File: config.mk
export PLATFORM = sky130hd
export DESIGN_NAME = qdsp_port
export DESIGN_NICKNAME = d
export VERILOG_FILES = /design/src/rtl/qdsp_pkg.sv /design/src/rtl/qdsp_fifo.sv /design/src/rtl/qdsp_port.sv
export SDC_FILE = /design/constraint.sdc
export NUM_CORES = 1
export LEC_CHECK = 0
export ABC_AREA = 1
export BUFFER_PORTS_ARGS = -buffer_cell sky130_fd_sc_hd__buf_2
export CAP_MARGIN = 20
export CORE_ASPECT_RATIO = 2
export CORE_UTILIZATION = 40
export CTS_CLUSTER_SIZE = 30
export DETAILED_ROUTE_END_ITERATION = 8
export HOLD_SLACK_MARGIN = 0.08
export PLACE_DENSITY = 0.65
export SYNTH_ARGS = -nofsm -noshare
export SYNTH_HDL_FRONTEND = slang
export SYNTH_SLANG_ARGS = --single-unit
File: constraint.sdc
create_clock -name core_clk -period 8.36 [get_ports core_clk]
set_input_delay 1.672 -clock core_clk [delete_from_list [all_inputs] [get_ports core_clk]]
set_output_delay 1.672 -clock core_clk [all_outputs]
set_load 0.01 [all_outputs]
File: src/rtl/qdsp_pkg.sv
// Constants shared by the serial update port of the quad DAC and its command FIFO.
// Assumes one core clock; all pin timing is resolved by oversampling in the port.
package qdsp_pkg;

    // ------------------------------------------------------------------
    // Sizes
    // ------------------------------------------------------------------
    localparam int CMD_W      = 24;
    localparam int DATA_W     = 16;
    localparam int NUM_DAC    = 4;
    localparam int FIFO_DEPTH = 32;
    localparam int CNT_W      = 5;

    // ------------------------------------------------------------------
    // Command word fields
    // ------------------------------------------------------------------
    localparam int CMD_RD_BIT   = 23;
    localparam int CMD_SEL_HI   = 21;
    localparam int CMD_SEL_LO   = 19;
    localparam int CMD_ADDR_HI  = 18;
    localparam int CMD_ADDR_LO  = 16;
    localparam int CMD_HEAD_LO  = 16;

    // Register select codes.
    localparam logic [2:0] SEL_DAC   = 3'h0;
    localparam logic [2:0] SEL_RANGE = 3'h1;
    localparam logic [2:0] SEL_CTRL  = 3'h2;

    // Channel address that writes every channel at once.
    localparam logic [2:0] ADDR_ALL  = 3'h4;

    // ------------------------------------------------------------------
    // Codes and reset values
    // ------------------------------------------------------------------
    localparam logic [15:0] DAC_RESET_CODE = 16'h0000;
    localparam logic [15:0] ZERO_SCALE_BIN = 16'h0000;
    localparam logic [15:0] MID_SCALE_BIN  = 16'h8000;
    localparam logic [15:0] SIGN_FLIP      = 16'h8000;
    localparam logic [4:0]  CNT_MAX        = 5'h1f;
    localparam logic [4:0]  CNT_FULL       = 5'h18;

endpackage

File: src/rtl/qdsp_fifo.sv
// Synchronous FIFO with valid/ready on both sides, used for received command words.
// Assumes writer and reader share one clock and one asynchronous active-high reset.
`timescale 1ns/1ps

module qdsp_fifo #(
    parameter int WIDTH = 24,
    parameter int DEPTH = 32
) (
    input  wire logic             clk,
    input  wire logic             rst,
    input  wire logic             in_valid,
    output logic                  in_ready,
    input  wire logic [WIDTH-1:0] in_data,
    output logic                  out_valid,
    input  wire logic             out_ready,
    output logic      [WIDTH-1:0] out_data
);

    localparam int AW = $clog2(DEPTH);

    logic [WIDTH-1:0] mem [DEPTH];
    logic [AW-1:0]    wr_q;
    logic [AW-1:0]    wr_d;
    logic [AW-1:0]    rd_q;
    logic [AW-1:0]    rd_d;
    logic [AW:0]      cnt_q;
    logic [AW:0]      cnt_d;
    logic             push;
    logic             pop;

    // Full and empty come straight from the occupancy count.
    assign in_ready  = (cnt_q != DEPTH[AW:0]);
    assign out_valid = (cnt_q != '0);
    assign out_data  = mem[rd_q];
    assign push      = in_valid & in_ready;
    assign pop       = out_valid & out_ready;

    // Next pointer and count values.
    always_comb
    begin
        wr_d  = push ? AW'(wr_q + 1'b1) : wr_q;
        rd_d  = pop ? AW'(rd_q + 1'b1) : rd_q;
        cnt_d = cnt_q;
        if (push && !pop)
        begin
            cnt_d = (AW+1)'(cnt_q + 1'b1);
        end
        else if (pop && !push)
        begin
            cnt_d = (AW+1)'(cnt_q - 1'b1);
        end
    end

    // Pointer and count registers.
    always_ff @(posedge clk or posedge rst)
    begin
        if (rst)
        begin
            wr_q  <= '0;
            rd_q  <= '0;
            cnt_q <= '0;
        end
        else
        begin
            wr_q  <= wr_d;
            rd_q  <= rd_d;
            cnt_q <= cnt_d;
        end
    end

    // Storage is written without reset; empty slots are never read.
    always_ff @(posedge clk)
    begin
        if (push)
        begin
            mem[wr_q] <= in_data;
        end
    end

endmodule

File: src/rtl/qdsp_port.sv
// Serial input and update-control port of a quad voltage-output DAC.
// Assumes every pin is asynchronous to core_clk and the shift clock is far slower.
`timescale 1ns/1ps

module qdsp_port (
    input  wire logic        core_clk,
    input  wire logic        rst,
    input  wire logic        frame_sel_n,
    input  wire logic        sclk,
    input  wire logic        serial_in,
    input  wire logic        load_outputs_n,
    input  wire logic        clear_outputs_n,
    input  wire logic        bipolar_coding_strap,
    output logic             serial_out,
    output logic             cmd_ready,
    output logic      [15:0] dac_level_0,
    output logic      [15:0] dac_level_1,
    output logic      [15:0] dac_level_2,
    output logic      [15:0] dac_level_3
);

    // ------------------------------------------------------------------
    // Functions
    // ------------------------------------------------------------------

    // Converts between a stored code and straight binary; the map is its own inverse.
    function automatic logic [15:0] qdsp_to_straight(input logic [15:0] code,
                                                     input logic bipolar, input logic strap);
        qdsp_to_straight = (bipolar && !strap) ? (code ^ qdsp_pkg::SIGN_FLIP) : code;
    endfunction

    // ------------------------------------------------------------------
    // Pin synchronisers
    // ------------------------------------------------------------------
    logic [5:0] meta_q;
    logic [5:0] sync_q;
    logic [2:0] prev_q;

    // Two flops per pin; the second stage feeds logic, and a third flop on frame, shift clock and load feeds the edge strobes.
    always_ff @(posedge core_clk or posedge rst)
    begin
        if (rst)
        begin
            meta_q <= 6'h3b;
            sync_q <= 6'h3b;
            prev_q <= 3'h7;
        end
        else
        begin
            meta_q <= {bipolar_coding_strap, clear_outputs_n, load_outputs_n,
                       serial_in, sclk, frame_sel_n};
            sync_q <= meta_q;
            prev_q <= {sync_q[3], sync_q[1], sync_q[0]};
        end
    end

    // Synchronised pin levels, one per pin.
    wire        s_frame_n = sync_q[0];
    wire        s_sclk    = sync_q[1];
    wire        s_sdi     = sync_q[2];
    wire        s_load_n  = sync_q[3];
    wire        s_clr_n   = sync_q[4];
    wire        s_strap   = sync_q[5];

    // Edge strobes, each one core cycle long.
    wire        frame_rise = s_frame_n & ~prev_q[0];
    wire        frame_fall = ~s_frame_n & prev_q[0];
    wire        sclk_rise  = s_sclk & ~prev_q[1];
    wire        sclk_fall  = ~s_sclk & prev_q[1];
    wire        load_fall  = ~s_load_n & prev_q[2];

    // ------------------------------------------------------------------
    // Shift register and serial output
    // ------------------------------------------------------------------
    logic [23:0] sr_q;
    logic [23:0] sr_d;
    logic [4:0]  cnt_q;
    logic [4:0]  cnt_d;
    logic        sdo_q;
    logic        sdo_d;
    logic        rd_load;
    logic [23:0] rd_word;
    logic        push_valid;

    // Shifting, bit counting, serial output and readback loading.
    always_comb
    begin
        sr_d  = sr_q;
        cnt_d = cnt_q;
        sdo_d = sdo_q;
        if (frame_fall)
        begin
            cnt_d = '0;
            sdo_d = sr_q[23];
        end
        if (!s_frame_n && sclk_fall)
        begin
            sr_d = {sr_q[22:0], s_sdi};
            if (cnt_q != qdsp_pkg::CNT_MAX)
            begin
                cnt_d = 5'(cnt_q + 1'b1);
            end
        end
        if (!s_frame_n && sclk_rise)
        begin
            sdo_d = sr_q[23];
        end
        if (rd_load)
        begin
            sr_d = rd_word;
        end
    end

    assign push_valid = frame_rise && (cnt_q == qdsp_pkg::CNT_FULL);

    // Shift state registers.
    always_ff @(posedge core_clk or posedge rst)
    begin
        if (rst)
        begin
            sr_q  <= '0;
            cnt_q <= '0;
            sdo_q <= 1'b0;
        end
        else
        begin
            sr_q  <= sr_d;
            cnt_q <= cnt_d;
            sdo_q <= sdo_d;
        end
    end

    assign serial_out = sdo_q;

    // ------------------------------------------------------------------
    // Command FIFO
    // ------------------------------------------------------------------
    logic        pop_valid;
    logic        pop_ready;
    logic [23:0] pop_word;

    qdsp_fifo #(
        .WIDTH (qdsp_pkg::CMD_W),
        .DEPTH (qdsp_pkg::FIFO_DEPTH)
    ) u_fifo (
        .clk       (core_clk),
        .rst       (rst),
        .in_valid  (push_valid),
        .in_ready  (cmd_ready),
        .in_data   (sr_q),
        .out_valid (pop_valid),
        .out_ready (pop_ready),
        .out_data  (pop_word)
    );

    // ------------------------------------------------------------------
    // Input, DAC and configuration registers
    // ------------------------------------------------------------------
    logic [15:0] in_q  [qdsp_pkg::NUM_DAC];
    logic [15:0] in_d  [qdsp_pkg::NUM_DAC];
    logic [15:0] dac_q [qdsp_pkg::NUM_DAC];
    logic [15:0] dac_d [qdsp_pkg::NUM_DAC];
    logic [15:0] lvl_q [qdsp_pkg::NUM_DAC];
    logic [15:0] lvl_d [qdsp_pkg::NUM_DAC];
    logic [3:0]  bip_q;
    logic [3:0]  bip_d;
    logic        mid_q;
    logic        mid_d;
    logic [15:0] rd_val;

    // Commands wait in the FIFO while clear is held, so it can fill.
    assign pop_ready = s_clr_n;
    wire         fire     = pop_valid & pop_ready;
    wire         cmd_rd   = pop_word[qdsp_pkg::CMD_RD_BIT];
    wire  [2:0]  cmd_sel  = pop_word[qdsp_pkg::CMD_SEL_HI:qdsp_pkg::CMD_SEL_LO];
    wire  [2:0]  cmd_addr = pop_word[qdsp_pkg::CMD_ADDR_HI:qdsp_pkg::CMD_ADDR_LO];
    wire  [15:0] cmd_data = pop_word[15:0];

    // Readback value; it is only loaded between frames.
    always_comb
    begin
        unique case (cmd_sel)
            qdsp_pkg::SEL_DAC:   rd_val = in_q[cmd_addr[1:0]];
            qdsp_pkg::SEL_RANGE: rd_val = {15'h0000, bip_q[cmd_addr[1:0]]};
            qdsp_pkg::SEL_CTRL:  rd_val = {15'h0000, mid_q};
            default:             rd_val = 16'h0000;
        endcase
    end

    assign rd_load = fire & cmd_rd & s_frame_n;
    assign rd_word = {pop_word[23:qdsp_pkg::CMD_HEAD_LO], rd_val};

    // Command execution, load transfer, clear and output coding.
    always_comb
    begin
        bip_d = bip_q;
        mid_d = mid_q;
        for (int i = 0; i < qdsp_pkg::NUM_DAC; i++)
        begin
            in_d[i]  = in_q[i];
            dac_d[i] = dac_q[i];
            if (fire && !cmd_rd && (cmd_addr == qdsp_pkg::ADDR_ALL || cmd_addr == 3'(i)))
            begin
                unique case (cmd_sel)
                    qdsp_pkg::SEL_DAC:
                    begin
                        in_d[i] = cmd_data;
                        if (!s_load_n)
                        begin
                            dac_d[i] = cmd_data;
                        end
                    end
                    qdsp_pkg::SEL_RANGE: bip_d[i] = cmd_data[0];
                    qdsp_pkg::SEL_CTRL:  mid_d    = cmd_data[0];
                    default:             bip_d    = bip_d;
                endcase
            end
            if (load_fall)
            begin
                dac_d[i] = in_d[i];
            end
            if (!s_clr_n)
            begin
                dac_d[i] = qdsp_to_straight(mid_q ? qdsp_pkg::MID_SCALE_BIN
                                                  : qdsp_pkg::ZERO_SCALE_BIN,
                                            bip_q[i], s_strap);
            end
            lvl_d[i] = qdsp_to_straight(dac_q[i], bip_q[i], s_strap);
        end
    end

    // Register file state.
    always_ff @(posedge core_clk or posedge rst)
    begin
        if (rst)
        begin
            bip_q <= '0;
            mid_q <= 1'b0;
            for (int i = 0; i < qdsp_pkg::NUM_DAC; i++)
            begin
                in_q[i]  <= qdsp_pkg::DAC_RESET_CODE;
                dac_q[i] <= qdsp_pkg::DAC_RESET_CODE;
                lvl_q[i] <= qdsp_pkg::DAC_RESET_CODE;
            end
        end
        else
        begin
            bip_q <= bip_d;
            mid_q <= mid_d;
            for (int i = 0; i < qdsp_pkg::NUM_DAC; i++)
            begin
                in_q[i]  <= in_d[i];
                dac_q[i] <= dac_d[i];
                lvl_q[i] <= lvl_d[i];
            end
        end
    end

    assign dac_level_0 = lvl_q[0];
    assign dac_level_1 = lvl_q[1];
    assign dac_level_2 = lvl_q[2];
    assign dac_level_3 = lvl_q[3];

endmodule

== After elaboration in Yosys (flattened, before gate mapping) ==
Memory sizes are Yosys's and may differ from the RTL's.
Cells that the tools add are included.
W data, S select, Z words.
Storage, ports and cells
  flip-flop bits (word level): 258
  bits in latches: 0
  memory bits (writable): 768
  bits in read-only memories: 0
  input bits: 8
  output and inout port bits: 66
  memories kept: 1
Cells by class
  add/sub/neg operators: 5
  $mul: 0
  div/mod/pow operators: 0
  magnitude comparators: 2
  equal/unequal tests: 15
  shifts and indexed selects: 0
  muxes and demuxes: 64
  bitwise gates (word level): 20
  reduce and logical (&&, ||, !) cells: 33
Memory list
  u_fifo.mem: words 32, bits a word 24, rd ports 1, clocked after Yosys merged registers in 0, wr ports 1, RTL line qdsp_fifo.sv:21  | logic [WIDTH-1:0] mem [DEPTH];
Operators by type and width (count)
  $mux W16: 33
  $mux W24: 2
  $pmux W16 S3: 1
  $bmux W16 S2: 1
  $mux W1: 18
  $add A5 B1 Y5 const B: 3
  $mux W5: 3
  $ne A3 B1 Y1 const B: 5
  $logic_and A1 B1 Y1: 14
  $mux W6: 2
  $reduce_and A3 Y1: 4
  $not A1 Y1: 10
  $and A1 B1 Y1: 9
  $eq A3 B2 Y1 const B: 3
  $add A6 B1 Y6 const B: 1
  $eq A3 B1 Y1 const B: 2
  $logic_not A3 Y1: 2
  $ne A6 B6 Y1 const B: 1
  $reduce_bool A2 Y1: 3
  $reduce_bool A6 Y1: 1
  $sub A6 B1 Y6 const B: 1
  $eq A5 B5 Y1 const B: 1
  $logic_not A1 Y1: 5
  $ne A5 B5 Y1 const B: 1
  10 further kinds: 13

== Longest topological paths before layout ==
  depth in word-level cells: 11
  depth in mapped cells: 22
  mapped depth without buffers: 19

== Cells and area by module ==
Synthesis repeated with hierarchy kept, for this count alone.
Second synthesis, totals
  cell total of the unflattened synthesis: 4374
  area, all modules: 43923.4 um^2
Modules (own cells, without submodules)
  qdsp_fifo: times used 1, cells each 3112, area each 33474.6 um^2, seq. area each 23462.5 um^2
  qdsp_port: times used 1, cells each 1262, area each 10448.8 um^2, seq. area each 6072.1 um^2

== Worst setup path after synthesis ==
Ideal clock, no wire load.
  path type: flip-flop to flip-flop
  start point: register cnt_q[0]
  end point: memory u_fifo.mem[31][0] (enable)
  setup time: 469 ps
  arrival: 3610 ps
  required time: 7891 ps
  slack: 4281 ps
  stages on the path, launching flop included: 9
  path buffers: 0
  clock period less this slack: 4079 ps
  path through: dfrtp_1 > inv_1 > ha_1 > nand4_1 > nor3_1 > nand2_1 > clkinv_1 > nand2_1 > nor4_1
On the way
  word-level cells in the longest chain between the ends: 5
Ends and longest elaborated chain
  from (decl): RTL line qdsp_port.sv:77  | logic [4:0] cnt_q;
  from (signal assigned): RTL line qdsp_port.sv:128  | cnt_q <= cnt_d;
  $eq A5 B5 Y1: RTL line qdsp_port.sv:114  | assign push_valid = frame_rise && (cnt_q == qdsp_pkg::CNT_FULL);
  $logic_and A1 B1 Y1: RTL line qdsp_port.sv:114
  $and A1 B1 Y1: RTL line qdsp_fifo.sv:35  | assign push = in_valid & in_ready;
  via u_fifo.push: RTL line qdsp_fifo.sv:28  | logic push;
  $mux W1: RTL line qdsp_fifo.sv:74  | if (push)
  $mux W1 (not written as such): RTL line qdsp_fifo.sv:76  | mem[wr_q] <= in_data;
  to (decl): RTL line qdsp_fifo.sv:21
The timed path passes the listed nets, and every way through them passes these cells.

== Worst setup path in the final report ==
  start point: register u_fifo.rd_q[0]
  end point: register dac_q[53] (netlist bit)
On the way
  word-level cells in the longest chain between the ends: 7
  elaborated cells between the ends (all ways): 18
  classes of those cells: 3 x eq/ne; 7 x mux; 7 x reduce/logical; 1 x memory
Ends and longest elaborated chain
  from (decl): RTL line qdsp_fifo.sv:24  | logic [AW-1:0] rd_q;
  from (signal assigned): RTL line qdsp_fifo.sv:66  | rd_q <= rd_d;
  $mem_v2 Z32 W24 *
  $eq A3 B3 Y1, or another cell as far along: RTL line qdsp_port.sv:202  | if (fire && !cmd_rd && (cmd_addr == qdsp_pkg::ADDR_ALL || cmd_addr == 3'(i)))
  $logic_or A1 B1 Y1 or $logic_and A1 B1 Y1 (tied branches): RTL line qdsp_port.sv:202
  $logic_and A1 B1 Y1: RTL line qdsp_port.sv:202
  $mux W16: RTL line qdsp_port.sv:202
  $mux W16: RTL line qdsp_port.sv:218  | if (load_fall)
  $mux W16: RTL line qdsp_port.sv:222  | if (!s_clr_n)
  to (signal, indexed assignment): RTL line qdsp_port.sv:242  | dac_q[i] <= qdsp_pkg::DAC_RESET_CODE;
  to (signal, indexed assignment): RTL line qdsp_port.sv:253  | dac_q[i] <= dac_d[i];
  to (decl): RTL line qdsp_port.sv:161  | logic [15:0] dac_q [qdsp_pkg::NUM_DAC];
Every way passes the cells marked *; elsewhere a longest branch is shown, timed or not. The select of a mux whose other input is x is not followed.
A chain may end at the register's enable or synchronous reset.

==> flow_summary.toml <==
[outcome]
status = "complete, no violations"

[hold_path]
hold_class = "flop to flop"
min_to = "sync_q[2]"
whs_path_depth = 0
hold_start = "meta_q[2]"

[power_and_ir_drop]
p_int_mw = 8.32
p_per_area_nw_per_um2 = 229
power.switching_mw = 2.45
seq_power_share = 0.574
pwr-share-comb = 0.052
peakVddDrop_uv = 202
leakagePower_nw = 18.8
clockPowerShare = 0.374
switching_share = 0.228
p_total_mw = 10.8

[timing]
rsz0062_at_grt = "no"
timing.setup.tns_ps = 0
maxSlewViolCount = 0
worst_pin_slew_ps = 1160
finalCritPeriodShare = 0.663
min_period_ps = 5540
fmax_mhz = 180
setup_viol = 0
relSlewSlack = 0.226
finClkSkew_ps = 23.4
finalHoldViolCount = 0

[yosys]
synthCells = 3917
ys.flop_type = "edfxtp_1"
yosysTopAreaCell = "edfxtp_1"
ys_warn_count = 0
syn-cell-area_um2 = 42100
yosysMostFrequentCell = "nand2_1"
syn-num-nets = 3939
yosysUniqueCellTypes = 44
synth_area_leaders = "edfxtp_1 55%, dfrtp_1 15%, nand2_1 14%, nand3_1 5.9%, nor2_1 2.1%"
postSynth.asyncResetShare = 0.251
synth_edf_count = 768
synth_area_per_cell_um2 = 10.8
synth_top_area_share = 0.547
seq_area_frac_synth = 0.701
synth_commonest_cells = "1533 x nand2_1, 768 x edfxtp_1, 499 x nand3_1, 245 x dfrtp_1, 232 x nor2_1"
ys_ff_latch = 1026

[route]
finalWirelength_um = 120000
drcViolationCount = 0
vias_per_cell = 5.36
ant_nets = 0
dr.first_iter.drc_count = 2396
wl_per_cell_um = 22.4
dr.pass1.iters = 6
num_vias = 28700

[critical_path]
cp-startpoint = "u_fifo.rd_q[0]"
cp-start-kind = "flop"
r2r_end = "dac_q[53]"
r2r_cells = 15
r2r_slack_ps = 2820
critPathMaxFanout = 104
reg2reg_from = "u_fifo.rd_q[0]"
worstSetupPathType = "flop to flop"
crit_arrival_ps = 6140
cp-end-kind = "flop"
cp.required_ps = 8950

[clocking]
cts_resized = 0
clock-root-buffer = "clkbuf_16"
cts_setup_buffers = 0
ctsHoldBuffers = 0
path_clk_slew_ps = 70
cts_tree = "yes"
htree_num_levels = 3
max-clock-path-buffers = 3
cts.sinks = 1026
clock_latency_ps = 670
cts_buffers = 78

[flow_run]
drv_cap = 0

[cells_and_area]
area_growth_pct = 11.7
drive_above_1_share = 0.0922
fill_cells = 9640
layout.area.seq_um2 = 29500
fin_nets = 3961
final_util = 0.450
multi_input_area_um2 = 11500

[global_routing]
grt_max_degree = 156
grt.overflow.total = 0
grt_pass1_vias = 28200
grt_pass1_wl_um = 178000
antenna_found_initial = 0
grt_util_all_layers = 0.225

[floorplanning]
die_area_um2 = 107000
die_w_um = 231
die_h_um = 461
core_um2 = 105000
fp-row-count = 168
start_util = 0.403
io_pins = 74

[placed_design]
portBuffers = 73
gp_congestion = 0.958
dp_hpwl_um = 75500
[per-layer routing]
layer / wire [µm] / track usage / vias to the layer above
met5: 0 / 0 / -
met4: 8920 / 0.161 / 0
met3: 6500 / 0.0280 / 367
met2: 64100 / 0.414 / 1120
met1: 40700 / 0.234 / 14000
li1: - / - / 13300
[final cells by class]
class / count / area share
diodes: 1 / 0.0000532
clock buffers: 102 / 0.0474
clock inverters: 43 / 0.0110
inverters: 99 / 0.00829
multi-input cells: 2585 / 0.244
flip-flops and latches: 1026 / 0.628
well taps: 1360 / 0.0362
repair buffers: 149 / 0.0257
[critical path, cell delays in order, from the launching register on]
cell and delay [ps]:
dfrtp_4 1010, inv_8 410, buf_4 390, o21ai_0 220
nand3_1 110, nand3_1 140, nand2_1 70, nand2_1 680
nand3_2 610, inv_2 500, nand2_2 320, nand2_2 160
nand2_4 160, nor2_4 380, nand2_1 100, nand2_1 80
[cell families (layout without fill, tap and decap cells)]
kind of cell | after synthesis | after routing | synth area share
DFF | 1026 | 1026 | 0.701
muxes | 1 | 1 | 0.000238
other | 0 | 1 | 0
xor gates and xnor gates | 17 | 17 | 0.00353
AOI/OAI and AO/OA | 221 | 221 | 0.0288
and+or+nand+nor | 2332 | 2332 | 0.230
buffers and inverters | 306 | 393 | 0.0324
adders and majority gates | 14 | 14 | 0.00434
[sequential cells by signal, indices dropped and copies added, names as in the netlist]
name	cells
u_fifo.mem	768
dac_q	64
in_q	64
sr_q	24
dac_level_0	16
dac_level_1	16
dac_level_2	16
dac_level_3	16
meta_q	6
sync_q	6
u_fifo.cnt_q	6
cnt_q	5
u_fifo.rd_q	5
u_fifo.wr_q	5
bip_q	4
prev_q	3
mid_q	1
serial_out	1
[stage by stage]
stage	setup slack [ps]	instance area, µm²	hold WS, ps	instances
after global routing	2490	47100	357	5364
final	2820	47100	353	5365
after detailed placement	2880	44100	347	5209
after floorplan	3300	42100	331	3917
after CTS	2870	46800	356	5354
after global placement	3000	44000	335	5202
[cells in the final DEF (no fill, tap or decap), types with 13 or more instances in the layout]
master / instances
o21ai_0: 87
buf_2: 73
nand2_1: 1533
nor2_1: 199
nor2_4: 37
xor2_1: 15
nand3_1: 499
nand4_1: 25
clkbuf_16: 84
dfstp_2: 13
buf_4: 56
o22ai_1: 15
edfxtp_1: 768
ha_1: 13
inv_1: 86
a21oi_1: 75
dfrtp_1: 242
o21ai_1: 15
[power by group through the flow]
| stage | logic, mW | registers [mW] | clock network [mW] |
|---|---|---|---|
| 2_1_floorplan | 0.122 | 6.30 | 0 |
| 3_3_place_gp | 0.350 | 6.40 | 0 |
| 3_5_place_dp | 0.376 | 6.40 | 0 |
| 4_1_cts | 0.377 | 6.29 | 4.07 |
| 5_1_grt | 0.599 | 6.20 | 4.24 |
| 6_report | 0.555 | 6.18 | 4.03 |
[worst max path at each step]
stage                           end  slack, ps  cells past startpoint
after floorplan            bip_q[0]       3300                      1
after global placement    dac_q[56]       3000                     15
after detailed placement  dac_q[49]       2880                     15
after CTS                 dac_q[57]       2870                     15
after global routing      dac_q[62]       2490                     15
final                     dac_q[53]       2820                     15
(Power assumes the default switching activity.)
